**src/rtl/cso_map.svh**
```systemverilog
// Constants for the conversion sequencer and its observation port.
// Assumes one 125 MHz clock; every count here is in clock cycles.
`ifndef CSO_MAP_SVH
`define CSO_MAP_SVH

// ----------------------------------------------------------------
// Timing counts
// ----------------------------------------------------------------
`define CSO_ADC_CYCLES   130585      // Digitizing phase length
`define CSO_SLOT_CYCLES  16          // Clocks per microcode instruction
`define CSO_FIRST_OBS    9           // Clocks from phase start to first slot
`define CSO_EOC_CYCLES   8           // End-of-conversion pulse width

// ----------------------------------------------------------------
// Microcode program layout
// ----------------------------------------------------------------
`define CSO_LAST_PTR     8'hC9       // 202 instructions, 3241 clocks
`define CSO_CODE_FINAL   8'hD0       // Final instruction code
`define CSO_CODE_RESULT  8'hEA       // Compensated output instruction
`define CSO_CODE_NOP     8'h00       // Plain arithmetic step

// ----------------------------------------------------------------
// Start command codes
// ----------------------------------------------------------------
`define CSO_CMD_OBS_HOLD 4'h8        // Observe, keep registers
`define CSO_CMD_OBS_LOAD 4'hA        // Observe, reload coefficients
`define CSO_CMD_QUI_HOLD 4'hC        // Silent, keep registers
`define CSO_CMD_QUI_LOAD 4'hE        // Silent, reload coefficients

// ----------------------------------------------------------------
// Configuration word fields
// ----------------------------------------------------------------
`define CSO_CFG_AMP_ON   7           // Amplifier enabled when set
`define CSO_CFG_REPEAT   15          // Repeat mode

`endif

```
**src/rtl/cso_pkg.sv**
```systemverilog
// Types shared by the conversion sequencer files.
// Assumes cso_map.svh supplies the numeric constants.
package cso_pkg;

  // ----------------------------------------------------------------
  // Sequencer states
  // ----------------------------------------------------------------
  typedef enum logic [2:0] {
    CSO_IDLE,
    CSO_ADC,
    CSO_LEAD,
    CSO_DSP,
    CSO_EOC
  } cso_state_t;

  typedef logic [15:0] cso_word_t;  // Scratch and configuration width
  typedef logic [7:0]  cso_byte_t;  // Pointer and program store width

endpackage

```
**src/rtl/cso_obs_shifter.sv**
```systemverilog
// Serial shifter for the observation lines.
// Assumes load is a one-cycle pulse from the sequencer on the same clock.
`timescale 1ns/10ps
`include "cso_map.svh"

module cso_obs_shifter (
  input  wire logic             clock,
  input  wire logic             rst,
  input  wire logic             load,
  input  wire cso_pkg::cso_word_t scratch,
  input  wire cso_pkg::cso_byte_t pointer,
  input  wire cso_pkg::cso_byte_t program_store,
  output logic                  data_bit,
  output logic                  status_bit,
  output logic                  busy
);
  import cso_pkg::*;

  cso_word_t   data_reg,   data_next;    // Scratch frame
  cso_word_t   stat_reg,   stat_next;    // Pointer and store frame
  logic [4:0]  left_reg,   left_next;    // Bits still to send

  // ----------------------------------------------------------------
  // Shift next-state
  // ----------------------------------------------------------------
  // MSB first so the LSB is the last bit of each frame
  always_comb begin
    data_next = data_reg;
    stat_next = stat_reg;
    left_next = left_reg;
    if (load) begin
      data_next = scratch;
      stat_next = {program_store, pointer};
      left_next = 5'd16;
    end else if (left_reg != 5'd0) begin
      data_next = {data_reg[14:0], 1'b0};
      stat_next = {stat_reg[14:0], 1'b0};
      left_next = left_reg - 5'd1;
    end
  end

  // Registers only
  always_ff @(posedge clock) begin
    if (rst) begin
      data_reg <= 16'h0000;
      stat_reg <= 16'h0000;
      left_reg <= 5'd0;
    end else begin
      data_reg <= data_next;
      stat_reg <= stat_next;
      left_reg <= left_next;
    end
  end

  // Idle lines rest low between frames
  assign data_bit   = (left_reg != 5'd0) ? data_reg[15] : 1'b0;
  assign status_bit = (left_reg != 5'd0) ? stat_reg[15] : 1'b0;
  assign busy       = (left_reg != 5'd0);

  // A load always opens a full 16-bit frame
  frame_len_a: assert property (@(posedge clock) disable iff (rst)
    load |=> busy [*8] ##1 busy [*8] ##1 (!busy || $past(load)))
    else $error("observation frame is not 16 bits long");

endmodule

```
**src/rtl/cso_sequencer.sv**
```systemverilog
// Conversion sequencer with microcode observation port.
// Assumes the datapath presents the executed instruction's result on
// scratch_in, and that a decoder pulses cmd_valid for start commands.
//
// Functional notes
// - Scratch result shown on observation port
// - Program pointer shown on observation port
// - Program store equals ROM at pointer
// - Observing start drives both serial lines
// - Shift registers out after each instruction
// - New instruction every sixteen clocks, offset nine
// - Start on edge, command, or repeat
// - Fixed digitizing phase, then microcode phase
// - First frame after digitizing; last code final
// - Release status line while reset low
// - End pulse eight clocks; host latches
// - Temperature digitized in first half
// - Start tied high converts after power
// - Result becomes bitstream on output pin
// - Amplifier power follows configuration bit
// - Silent commands; load commands reload coefficients
// - End of the end pulse tests repeat bit
`timescale 1ns/10ps
`include "cso_map.svh"

module cso_sequencer #(
  parameter int unsigned ADC_CYCLES = `CSO_ADC_CYCLES
) (
  input  wire logic               clock,
  input  wire logic               rst,
  input  wire logic               start_pin,
  input  wire logic               tester_reset_n_pin,
  input  wire logic               test_mode_pin,
  input  wire logic               cmd_valid,
  input  wire logic [3:0]         cmd_code,
  input  wire cso_pkg::cso_word_t cfg_word,
  input  wire cso_pkg::cso_word_t scratch_in,
  input  wire logic               sdio_in,
  output logic                    sdio_out,
  output logic                    sdio_oe,
  output logic                    serial_observe_out,
  output logic                    serial_observe_oe,
  output cso_pkg::cso_byte_t      program_pointer,
  output cso_pkg::cso_byte_t      program_store,
  output logic                    coef_reload,
  output logic                    adc_temp_phase,
  output logic                    adc_busy,
  output logic [11:0]             result,
  output logic                    eoc,
  output logic                    dac_out,
  output logic                    amp_enable
);
  import cso_pkg::*;

  // ----------------------------------------------------------------
  // Pin synchronisers
  // ----------------------------------------------------------------
  localparam int NPIN = 3;
  logic [NPIN-1:0] pin_raw;           // start, tester reset, test mode
  logic [NPIN-1:0] pin_s1;            // First stage, read by s2 only
  logic [NPIN-1:0] pin_s2;            // Second stage
  logic [NPIN-1:0] pin_s3;            // Third stage
  logic [NPIN-1:0] pin_lvl_reg;       // Accepted level
  logic [NPIN-1:0] pin_lvl_next;

  assign pin_raw = {test_mode_pin, tester_reset_n_pin, start_pin};

  // A change counts only once stages two and three agree
  genvar gi;
  generate
    for (gi = 0; gi < NPIN; gi = gi + 1) begin : g_sync
      always_comb begin
        pin_lvl_next[gi] = pin_lvl_reg[gi];
        if (pin_s2[gi] == pin_s3[gi]) begin
          pin_lvl_next[gi] = pin_s3[gi];
        end
      end
    end
  endgenerate

  // Stages; start level resets low so a tied-high pin reads as an edge
  always_ff @(posedge clock) begin
    if (rst) begin
      pin_s1      <= 3'b000;
      pin_s2      <= 3'b000;
      pin_s3      <= 3'b000;
      pin_lvl_reg <= 3'b000;
    end else begin
      pin_s1      <= pin_raw;
      pin_s2      <= pin_s1;
      pin_s3      <= pin_s2;
      pin_lvl_reg <= pin_lvl_next;
    end
  end

  logic start_lvl;                    // Filtered start level
  logic tester_run;                   // Tester reset released
  logic test_mode;                    // Filtered test mode
  assign start_lvl  = pin_lvl_reg[0];
  assign tester_run = pin_lvl_reg[1];
  assign test_mode  = pin_lvl_reg[2];

  // ----------------------------------------------------------------
  // Instruction ROM
  // ----------------------------------------------------------------
  // Only the observed entries carry codes; other steps are plain
  function automatic cso_byte_t rom_word(input cso_byte_t addr);
    case (addr)
      8'h66, 8'h6C: rom_word = 8'hD0;
      8'h47:        rom_word = 8'hD1;
      8'h11:        rom_word = 8'hD2;
      8'h2E:        rom_word = 8'hD3;
      8'h38:        rom_word = 8'hD4;
      8'h03:        rom_word = 8'hD5;
      8'h22:        rom_word = 8'hD6;
      8'h56:        rom_word = 8'hD7;
      8'h01:        rom_word = 8'hD8;
      8'h3B:        rom_word = 8'hD9;
      8'h65, 8'h6B: rom_word = `CSO_CODE_RESULT;
      `CSO_LAST_PTR: rom_word = `CSO_CODE_FINAL;
      default:      rom_word = `CSO_CODE_NOP;
    endcase
  endfunction

  // Start command decode, used for triggering and for drive enable
  function automatic logic is_start(input logic [3:0] code);
    is_start = (code == `CSO_CMD_OBS_HOLD) || (code == `CSO_CMD_OBS_LOAD) ||
               (code == `CSO_CMD_QUI_HOLD) || (code == `CSO_CMD_QUI_LOAD);
  endfunction

  // ----------------------------------------------------------------
  // Sequencer state
  // ----------------------------------------------------------------
  cso_state_t  state_reg,  state_next;   // Phase
  logic [16:0] adc_cnt_reg, adc_cnt_next; // Digitizing count
  logic [3:0]  slot_reg,   slot_next;    // Position in instruction
  cso_byte_t   ptr_reg,    ptr_next;     // Program pointer
  logic [3:0]  eoc_cnt_reg, eoc_cnt_next; // Drain, then end pulse
  logic [11:0] res_reg,    res_next;     // Parallel result
  logic        obs_reg,    obs_next;     // Observation enabled
  logic        reload_reg, reload_next;  // Coefficient reload pulse
  logic        start_d_reg;              // Start level, one cycle late
  logic        trigger;                  // Start pin edge or start command this cycle
  logic        cmd_start;                // Start command accepted
  logic        slot_end;                 // Instruction completes
  logic        adc_last;                 // Final digitizing clock

  localparam logic [16:0] ADC_LAST  = 17'(ADC_CYCLES - 1);
  localparam logic [16:0] ADC_HALF  = 17'(ADC_CYCLES / 2);
  localparam logic [3:0]  SLOT_LAST = 4'(`CSO_SLOT_CYCLES - 1);
  localparam logic [3:0]  LEAD_LAST = 4'(`CSO_FIRST_OBS - 1);
  // Final frame needs a full slot; the pulse fills its second half
  localparam logic [3:0]  EOC_LAST  = 4'(`CSO_SLOT_CYCLES - 1);
  localparam logic [3:0]  EOC_HIGH  = 4'(`CSO_SLOT_CYCLES - `CSO_EOC_CYCLES);

  assign cmd_start = cmd_valid && test_mode && is_start(cmd_code);
  assign trigger   = (start_lvl && !start_d_reg) || cmd_start;
  assign slot_end  = (state_reg == CSO_DSP) && (slot_reg == SLOT_LAST);
  assign adc_last  = (state_reg == CSO_ADC) && (adc_cnt_reg == ADC_LAST);

  // Phase sequencing; starts are ignored while a conversion runs
  always_comb begin
    state_next   = state_reg;
    adc_cnt_next = adc_cnt_reg;
    slot_next    = slot_reg;
    ptr_next     = ptr_reg;
    eoc_cnt_next = eoc_cnt_reg;
    res_next     = res_reg;
    obs_next     = obs_reg && tester_run;   // Reset returns the port
    reload_next  = 1'b0;
    case (state_reg)
      CSO_IDLE: begin
        if (trigger) begin
          state_next   = CSO_ADC;
          adc_cnt_next = 17'd0;
          if (cmd_start) begin
            // Bit 2 of the code silences the lines, bit 1 reloads
            obs_next    = !cmd_code[2];
            reload_next = cmd_code[1];
          end
        end
      end
      CSO_ADC: begin
        adc_cnt_next = adc_cnt_reg + 17'd1;
        if (adc_last) begin
          state_next = CSO_LEAD;
          slot_next  = 4'd0;
          ptr_next   = 8'h00;
        end
      end
      CSO_LEAD: begin
        // Offsets the first completed instruction by nine clocks
        slot_next = slot_reg + 4'd1;
        if (slot_reg == LEAD_LAST) begin
          state_next = CSO_DSP;
          slot_next  = 4'd0;
        end
      end
      CSO_DSP: begin
        slot_next = slot_reg + 4'd1;
        if (slot_end) begin
          if (rom_word(ptr_reg) == `CSO_CODE_RESULT) begin
            res_next = scratch_in[15:4];
          end
          if (ptr_reg == `CSO_LAST_PTR) begin
            state_next   = CSO_EOC;
            eoc_cnt_next = 4'd0;
          end else begin
            ptr_next = ptr_reg + 8'd1;
          end
        end
      end
      CSO_EOC: begin
        // Quiet drain first, so a repeat start never meets a live frame
        eoc_cnt_next = eoc_cnt_reg + 4'd1;
        if (eoc_cnt_reg == EOC_LAST) begin
          if (cfg_word[`CSO_CFG_REPEAT]) begin
            state_next   = CSO_ADC;
            adc_cnt_next = 17'd0;
          end else begin
            state_next = CSO_IDLE;
          end
        end
      end
      default: begin
        state_next = CSO_IDLE;
      end
    endcase
  end

  // Registers only
  always_ff @(posedge clock) begin
    if (rst) begin
      state_reg   <= CSO_IDLE;
      adc_cnt_reg <= 17'd0;
      slot_reg    <= 4'd0;
      ptr_reg     <= 8'h00;
      eoc_cnt_reg <= 4'd0;
      res_reg     <= 12'h000;
      obs_reg     <= 1'b0;
      reload_reg  <= 1'b0;
      start_d_reg <= 1'b0;
    end else begin
      state_reg   <= state_next;
      adc_cnt_reg <= adc_cnt_next;
      slot_reg    <= slot_next;
      ptr_reg     <= ptr_next;
      eoc_cnt_reg <= eoc_cnt_next;
      res_reg     <= res_next;
      obs_reg     <= obs_next;
      reload_reg  <= reload_next;
      start_d_reg <= start_lvl;
    end
  end

  // ----------------------------------------------------------------
  // Observation lines
  // ----------------------------------------------------------------
  logic obs_data;                     // Scratch serial bit
  logic obs_stat;                     // Pointer/store serial bit
  logic obs_busy;                     // Frame in flight

  cso_obs_shifter u_shift (
    .clock         (clock),
    .rst           (rst),
    .load          (slot_end),
    .scratch       (scratch_in),
    .pointer       (ptr_reg),
    .program_store (rom_word(ptr_reg)),
    .data_bit      (obs_data),
    .status_bit    (obs_stat),
    .busy          (obs_busy)
  );

  // Status line is released at once while the tester holds reset
  assign sdio_oe            = obs_reg && tester_run;
  assign serial_observe_oe  = obs_reg;
  assign sdio_out           = obs_stat;
  assign serial_observe_out = obs_data;

  // ----------------------------------------------------------------
  // Outputs and analog support
  // ----------------------------------------------------------------
  // Temperature uses the first half; at 125 MHz the warm-up window is
  // shorter than with a slow resonator, it scales with the clock.
  assign adc_temp_phase  = (state_reg == CSO_ADC) && (adc_cnt_reg < ADC_HALF);
  assign adc_busy        = (state_reg == CSO_ADC);
  assign program_pointer = ptr_reg;
  assign program_store   = rom_word(ptr_reg);
  assign coef_reload     = reload_reg;
  assign result          = res_reg;
  assign eoc             = (state_reg == CSO_EOC) &&
                           (eoc_cnt_reg >= EOC_HIGH);
  assign amp_enable      = cfg_word[`CSO_CFG_AMP_ON];

  // First-order modulator: carry density tracks the result
  logic [11:0] dac_acc_reg, dac_acc_next;
  logic        dac_bit_reg, dac_bit_next;
  always_comb begin
    {dac_bit_next, dac_acc_next} = {1'b0, dac_acc_reg} + {1'b0, res_reg};
  end
  always_ff @(posedge clock) begin
    if (rst) begin
      dac_acc_reg <= 12'h000;
      dac_bit_reg <= 1'b0;
    end else begin
      dac_acc_reg <= dac_acc_next;
      dac_bit_reg <= dac_bit_next;
    end
  end
  assign dac_out = dac_bit_reg;

  // ----------------------------------------------------------------
  // Checks
  // ----------------------------------------------------------------
  eoc_width_a: assert property (@(posedge clock) disable iff (rst)
    $rose(eoc) |-> eoc [*8] ##1 !eoc)
    else $error("end pulse is not eight clocks");

  eoc_after_dsp_a: assert property (@(posedge clock) disable iff (rst)
    $rose(eoc) |-> $past(state_reg == CSO_DSP && ptr_reg == `CSO_LAST_PTR, 9))
    else $error("end pulse without finished microcode");

  adc_to_dsp_a: assert property (@(posedge clock) disable iff (rst)
    adc_last |=> state_reg == CSO_LEAD ##9 state_reg == CSO_DSP)
    else $error("digitizing phase did not hand over");

  ptr_step_a: assert property (@(posedge clock) disable iff (rst)
    (slot_end && ptr_reg != `CSO_LAST_PTR) |=>
      ##15 (slot_end && ptr_reg == $past(ptr_reg, 16) + 8'd1))
    else $error("instruction cadence is not sixteen clocks");

  store_steady_a: assert property (@(posedge clock) disable iff (rst)
    (state_reg == CSO_DSP && !slot_end) |=> $stable(program_store))
    else $error("program store changed mid instruction");

  status_release_a: assert property (@(posedge clock) disable iff (rst)
    !tester_run |-> !sdio_oe)
    else $error("status line driven during tester reset");

  quiet_outside_a: assert property (@(posedge clock) disable iff (rst)
    (state_reg == CSO_ADC && adc_cnt_reg > 17'd1) |-> !obs_busy)
    else $error("frame outside microcode phase");

  repeat_restart_a: assert property (@(posedge clock) disable iff (rst)
    (eoc && eoc_cnt_reg == EOC_LAST && cfg_word[`CSO_CFG_REPEAT]) |=>
      state_reg == CSO_ADC && adc_cnt_reg == 17'd0)
    else $error("repeat mode did not restart");

  quiet_cmd_a: assert property (@(posedge clock) disable iff (rst)
    (state_reg == CSO_IDLE && cmd_start && cmd_code[2]) |=> !serial_observe_oe)
    else $error("silent start enabled the lines");

endmodule

```
**config.mk**
```make
export PLATFORM = sky130hd
export DESIGN_NAME = cso_sequencer
export DESIGN_NICKNAME = d
export VERILOG_FILES = /design/src/rtl/cso_pkg.sv /design/src/rtl/cso_obs_shifter.sv /design/src/rtl/cso_sequencer.sv
export VERILOG_INCLUDE_DIRS = /design/src /design/src/rtl
export SDC_FILE = /design/constraint.sdc
export NUM_CORES = 1
export LEC_CHECK = 0
export ABC_CLOCK_PERIOD_IN_PS = 2850
export BUFFER_PORTS_ARGS = -buffer_cell sky130_fd_sc_hd__clkbuf_2
export CORE_ASPECT_RATIO = 1.2
export CORE_MARGIN = 2
export CORE_UTILIZATION = 25
export DETAILED_ROUTE_END_ITERATION = 7
export PLACE_DENSITY = 0.47
export SETUP_SLACK_MARGIN = 0.05
export SYNTH_ARGS = -nofsm -noshare
export SYNTH_HDL_FRONTEND = slang
export SYNTH_HIERARCHICAL = 1
export SYNTH_SLANG_ARGS = --single-unit
```
**constraint.sdc**
```tcl
create_clock -name clock -period 2.85 [get_ports clock]
set_input_delay 0.285 -clock clock [delete_from_list [all_inputs] [get_ports clock]]
set_output_delay 0.285 -clock clock [all_outputs]
set_load 0.005 [all_outputs]
```
Word-level counts from Yosys, hierarchy flattened
Index checks and enable logic that the tools add are counted.

storage, ports and cells
  flip-flop bits (word level) = 113
  bits in latches = 0
  memory bits (writable) = 0
  ROM bits = 0
  input port bits = 43
  output and inout port bits = 38
  word-level logic and storage cells = 137
  memories kept = 0

cells by class
  $add $sub $neg = 6
  multipliers = 0
  div/mod/pow operators = 0
  order comparisons = 2
  equal/unequal tests = 38
  shift operators = 0
  multiplexer cells = 36
  bitwise gates (word level) = 3
  reductions and logical operators = 31

operator list
  cell                                                          number
  one-hot mux 8 bit (11 select lines)                           1
  two-way mux 16 bit                                            4
  two-way mux 17 bit                                            3
  one-hot mux 17 bit (3 select lines)                           1
  equality test 8 x 7 -> 1 bit, second input constant           6
  two-way mux 8 bit                                             5
  equality test 8 x 6 -> 1 bit, second input constant           4
  equality test 4 bit, second input constant                    7
  two-way mux 3 bit                                             6
  adder 17 x 1 -> 17 bit, second input constant                 1
  equality test 17 bit, second input constant                   1
  less-than comparator 17 x 16 -> 1 bit, second input constant  1
  equality test 8 bit, second input constant                    2
  two-way mux 4 bit                                             4
  one-hot mux 8 bit (2 select lines)                            1
  one-hot mux 3 bit (5 select lines)                            1
  adder 12 x 12 -> 13 bit                                       1
  != test 2 bit, second input constant                          6
  one-hot mux 4 bit (3 select lines)                            1
  two-way mux 5 bit                                             2
  adder 4 x 1 -> 4 bit, second input constant                   2
  adder 8 x 1 -> 8 bit, second input constant                   1
  equality test 8 x 1 -> 1 bit, second input constant           1
  equality test 8 x 2 -> 1 bit, second input constant           1
  25 further kinds                                              53

Logic depth before layout (Yosys ltp)
  depth after elaboration = 8
  gate-level depth with buffers = 9

Cells and area by module
Netlist, hierarchy kept.

by module, submodules not included
  module           times used  cells each  area an instance (µm²)  sequential area each (µm²)
  cso_sequencer    1           480         4,134.0                 1,521.5
  cso_obs_shifter  1           201         1,717.9                 740.7

Worst setup path before layout
OpenSTA, ideal clock, no wires.

  kind = register to register
  start = reg slot_reg[0]
  end = reg u_shift.stat_reg[8]
  library setup time = 0.112 ns
  arrival time = 2.013 ns
  required time = 2.738 ns
  setup slack = 0.724 ns
  cell stages (with the launch flop) = 9
  path buffers = 3
  cell sequence = dfxtp_1 -> ha_1 -> nand3_1 -> nor2_1 -> clkbuf_1 -> buf_2 -> clkbuf_1 -> nor3_1 -> a2111oi_1

between the ends
  cells in the longest elaborated chain, start to end = 3
  elaborated cells between the ends (all ways) = 4
  those cells by class = eq/ne (1); mux (1); reduce/logical (2)

RTL lines
  item                                                             RTL line               source
  from (decl)                                                      cso_sequencer.sv:136   logic [3:0] slot_reg, slot_next;
  from (signal assigned)                                           cso_sequencer.sv:246   slot_reg <= slot_next;
  equality test 4 bit *                                            cso_sequencer.sv:158   assign slot_end = (state_reg == CSO_DSP) && (slot_reg == SLOT_LAST);
  logical AND 1 bit *                                              cso_sequencer.sv:158
  net slot_end                                                     cso_sequencer.sv:145   logic slot_end;
  two-way mux 16 bit / nonzero test 2 bit (equally long branches)  --
  to (signal assigned)                                             cso_obs_shifter.sv:50  stat_reg <= stat_next;
  to (decl)                                                        cso_obs_shifter.sv:20  cso_word_t stat_reg, stat_next;

The timed path passes the listed nets; every way through them passes the cells marked *.
A chain may end at the register's enable or synchronous reset.

Worst setup path in the final report
  start = reg ptr_reg[1], in the netlist program_pointer[1]
  end = out program_store[7]

between the ends
  cells in the longest elaborated chain, start to end = 3
  elaborated cells between the ends (all ways) = 17
  those cells by class = eq/ne (14); mux (1); reduce/logical (2)

RTL lines
  item                                                                        RTL line              source
  from (decl)                                                                 cso_sequencer.sv:137  cso_byte_t ptr_reg, ptr_next;
  from (signal assigned)                                                      cso_sequencer.sv:247  ptr_reg <= ptr_next;
  equality test 8 bit / equality test 8 x 7 -> 1 bit (equally long branches)  cso_sequencer.sv:108  case (addr)
  OR reduction 3 bit (no line) / OR reduction 2 bit (equally long branches)   --
  one-hot mux 8 bit (11 select lines) *                                       cso_sequencer.sv:108
  to (decl)                                                                   cso_sequencer.sv:44   output cso_pkg::cso_byte_t program_store,

Mark *: on every way between the ends. The rest lies on a longest branch, timed or not.

==> metrics.md <==
| Metric | Value |
|---|---|
| Flop pwr share | 34.8% |
| Diodes inserted | 0 |
| CTS tree | built |
| Routed WL | 14000 um |
| Final instance area | roughly 7100 sq um |
| WP buf/inv | 2 |
| Main combinational cell family by area after synthesis | simple AND/OR/NAND/NOR gates |
| Die area | 24700 sq um |
| Worst Path Max Fanout | 6 |
| Nets | between 700 and 800 |
| Post-layout util | 30.8% |
| Fin crit share | 88.7% |
| Std cell rows | 61 |
| Synthesis-to-finish area growth | 21.5% |
| Synthesized area | a little under 6000 sq um |
| Die Width | about 140 um |
| Main flop type after synthesis | dfxtp_1 |
| Worst setup margin | 0.321 ns |
| Grt ovf | 0 |
| IO Port Bufs | 63 |
| Starting density of the core | 25.4% |
| Status | complete, no violations |
| Clock Root Buffer | clkbuf_16 |
| CTS buffer count | 17 |
| Vias | 4918 |
| Slew Viols, Final | 0 |
| Post-DP Area | between 6000 and 7000 sq um |
| Tmin final | between 2 and 3 ns |
| CP required | ~2.6 ns |
| Setup crit end kind | output pin |
| DR iter-0 viols | 174 |
| Die Ht | ~170 um |
| Vias/cell | 4.65 |
| Max reg flops | 17 |
| FF+latch count, synth | 113 |
| DRT Pass-1 Iters | 4 |
| CP Class | flip-flop to output pin |
| Clk network pwr share | 40.3% |
| Layout cell share with drive strength beyond 1 | 18.3% |
| Slew @ Worst Pin | slightly below 0.8 ns |
| Num ports | 81 |
| Hold slack | slightly below 0.08 ns |
| Clock tree buffer depth | 2 |
| Synth Area in XOR/XNOR | around 4.3% |
| Setup total negative slack | 0 ns |
| Cell area power density | 810 nW/um^2 |
| Worst setup SP type | flip-flop |
| EDFF count, synth | 0 |
| Min-delay worst type | input pin to flip-flop |
| Clock net sink count | 113 |
| Maxcap violations | 0 |
| Post-route antenna net violation count | 0 |
| Vias in the first global route | 4625 |
| Adder-cell share of the synthesized area | 5.26% |
| Worst Path Arrival | 2.24 ns |
| Most used cell, CP | nand4_1 |
| RSZ-0062 raised after global routing | no |
| Post-synthesis mux area share | less than 1% |
| Combinational share of power | 24.9% |
| Critical path's largest stage delay | 0.44 ns |
| Int Power | a little under 4 mW |
| Worst path slowest cell | dfxtp_1 |
| Core box area | 23000 sq um |
| CTS H-tree lvls | 4 |
| Synth Area in Compound Gates | 15.5% |
| Synthesis Warnings | 6 |
| Final Non-Filler Cells | 1057 |
| WL per Instance | 13.2 um |
| Top delay family on crit path | simple AND/OR/NAND/NOR gates |
| Count of different cell masters after synthesis | 67 |
| Initial antenna violation count | 0 |
| DP HPWL | about 9400 um |
| Cell Chain, Critical Path | inv_1 -> ha_1 -> mux2_2 -> nand4_1 -> nand4_1 -> or3_4 -> clkbuf_2 |
| Total GRT Usage | 11.6% |
| Drc violations | 0 |
| Post-synth ARST share | 0% |
| Largest net degree at the start of global routing | 84 |
| Skew-Pair Late Insertion Delay | 0.42 ns |
| RePlAce Congestion | about 0.76 |
| Post-synthesis sequential area ratio | about two fifths |
| Final Hold Vio Count | 0 |
| Clock Skews | 0.00800 ns |
| Endpoints failing setup | 0 |
| NetSw | 1.83 mW |
| Mapped Cells | 681 |
| FMAX | 395 MHz |
| Sw frac | 31.7% |
| Static leakage | 2.73 nW |
| Placed Cells | 1025 |
| Overall Power | 5.76 mW |
| Simple-gate portion of the synthesized area | 28.6% |
| Syn Nets | 748 |
| Slew Limit Headroom | 47.0% |
| Dpl ws | 0.602 ns |
| Global-route wire length before repair | around 23000 um |
| Fill cell count | ~2.5k |
| Clk pin slew, worst setup/hold paths | 0.06 ns |
| Maximum vdd drop | between 0.5 and 0.6 mV |
| Mean Syn Cell Area | between 8 and 9 sq um |
| CTS Hold Buffers Added | 0 |
routing by layer:
layer  vias up  GRT usage, %  wire length, um
met5         -             0                0
met4         0          4.90              226
met3        15          2.92              509
met2        58          18.8             6550
met1      2316          14.7             6670
li1       2529             -                -
cell usage after synthesis, drive strengths merged, types with 22 or more instances:
master   number  area (sq um)
dfxtp       113          2260
nor3         70           355
nor2         51           191
inv          48           180
a2111oi      33           343
nand2        28           105
buf          24           135
clkbuf       24          90.1
o21ai        24           120
a21oi        23           119
ha           23           288
nand4        22           156
nor2b        22           138
layout by cell type, fill, tap and decap left out, types with 3 or more instances in the layout:
master and instances:
a2111oi_2 4, clkbuf_2 62, nor4_1 6, xnor2_1 10
or2_2 3, nand4_1 19, and4_1 4, nand4b_1 5
dfxtp_1 112, bufinv_16 4, mux2_2 3, nor3_1 69
buf_4 14, inv_6 5, a21oi_1 22, a21o_1 4
and3_1 6, o21ai_1 6, and2_1 9, nand4_2 3
a2111oi_0 6, nand3_1 19, xor2_1 19, nand2_1 28
o21ai_0 18, o21a_1 6, nor3b_1 4, nor2b_1 22
o22ai_1 3, clkbuf_16 17, nand2b_1 19, nor2_1 50
nand3b_1 18, ha_1 23, a2111oi_1 23, a211oi_1 4
inv_1 47
final cells by class:
type	count	area, sq um	share of cell area [%]
clock inverters	14	201	2.83
inverters	48	180	2.53
repair buffers	77	435	6.12
clock buffers	18	439	6.18
well taps	315	394	5.54
multi-input cells	472	3200	45.0
flip-flops and latches	113	2260	31.8
worst paths after layout:
kind | start | to | slack (ns) | cells after the start
worst max register to register | slot_reg[1] | u_shift/stat_reg[2] | 0.58 | 6
worst max-delay path | program_pointer[1] | program_store[7] | 0.32 | 7
worst min-delay path | test_mode_pin | pin_s1[2] | 0.08 | 2
worst min register to register | pin_s1[2] | pin_s2[2] | 0.44 | 1
power groups by stage:
| stage | Sequential, mW | Combinational (mW) | Clock, mW |
|---|---|---|---|
| 6_report | 2.01 | 1.44 | 2.32 |
| 5_1_grt | 2.04 | 1.63 | 2.45 |
| 4_1_cts | 2.00 | 1.46 | 2.39 |
| 3_5_place_dp | 2.03 | 1.45 | 0 |
| 3_3_place_gp | 2.04 | 1.45 | 0 |
| 2_1_floorplan | 1.98 | 1.17 | 0 |
cells by family (layout without fill, tap and decap cells):
| kind of cell | count (synthesis) | in the layout |
|---|---|---|
| AND/OR/NAND/NOR | 298 | 298 |
| flip-flops | 113 | 113 |
| buffers and inverters | 96 | 157 |
| adder cells (fa/ha/maj) | 24 | 24 |
| XOR/XNOR | 29 | 29 |
| multiplexers | 4 | 4 |
| AO/OA/AOI/OAI | 117 | 117 |
what timing repair did:
action                                  CTS  global route
resized for setup                         0             2
buffers inserted                          0             0
endpoints found under the setup margin    0             2
Power figures use the tool's default switching activity.
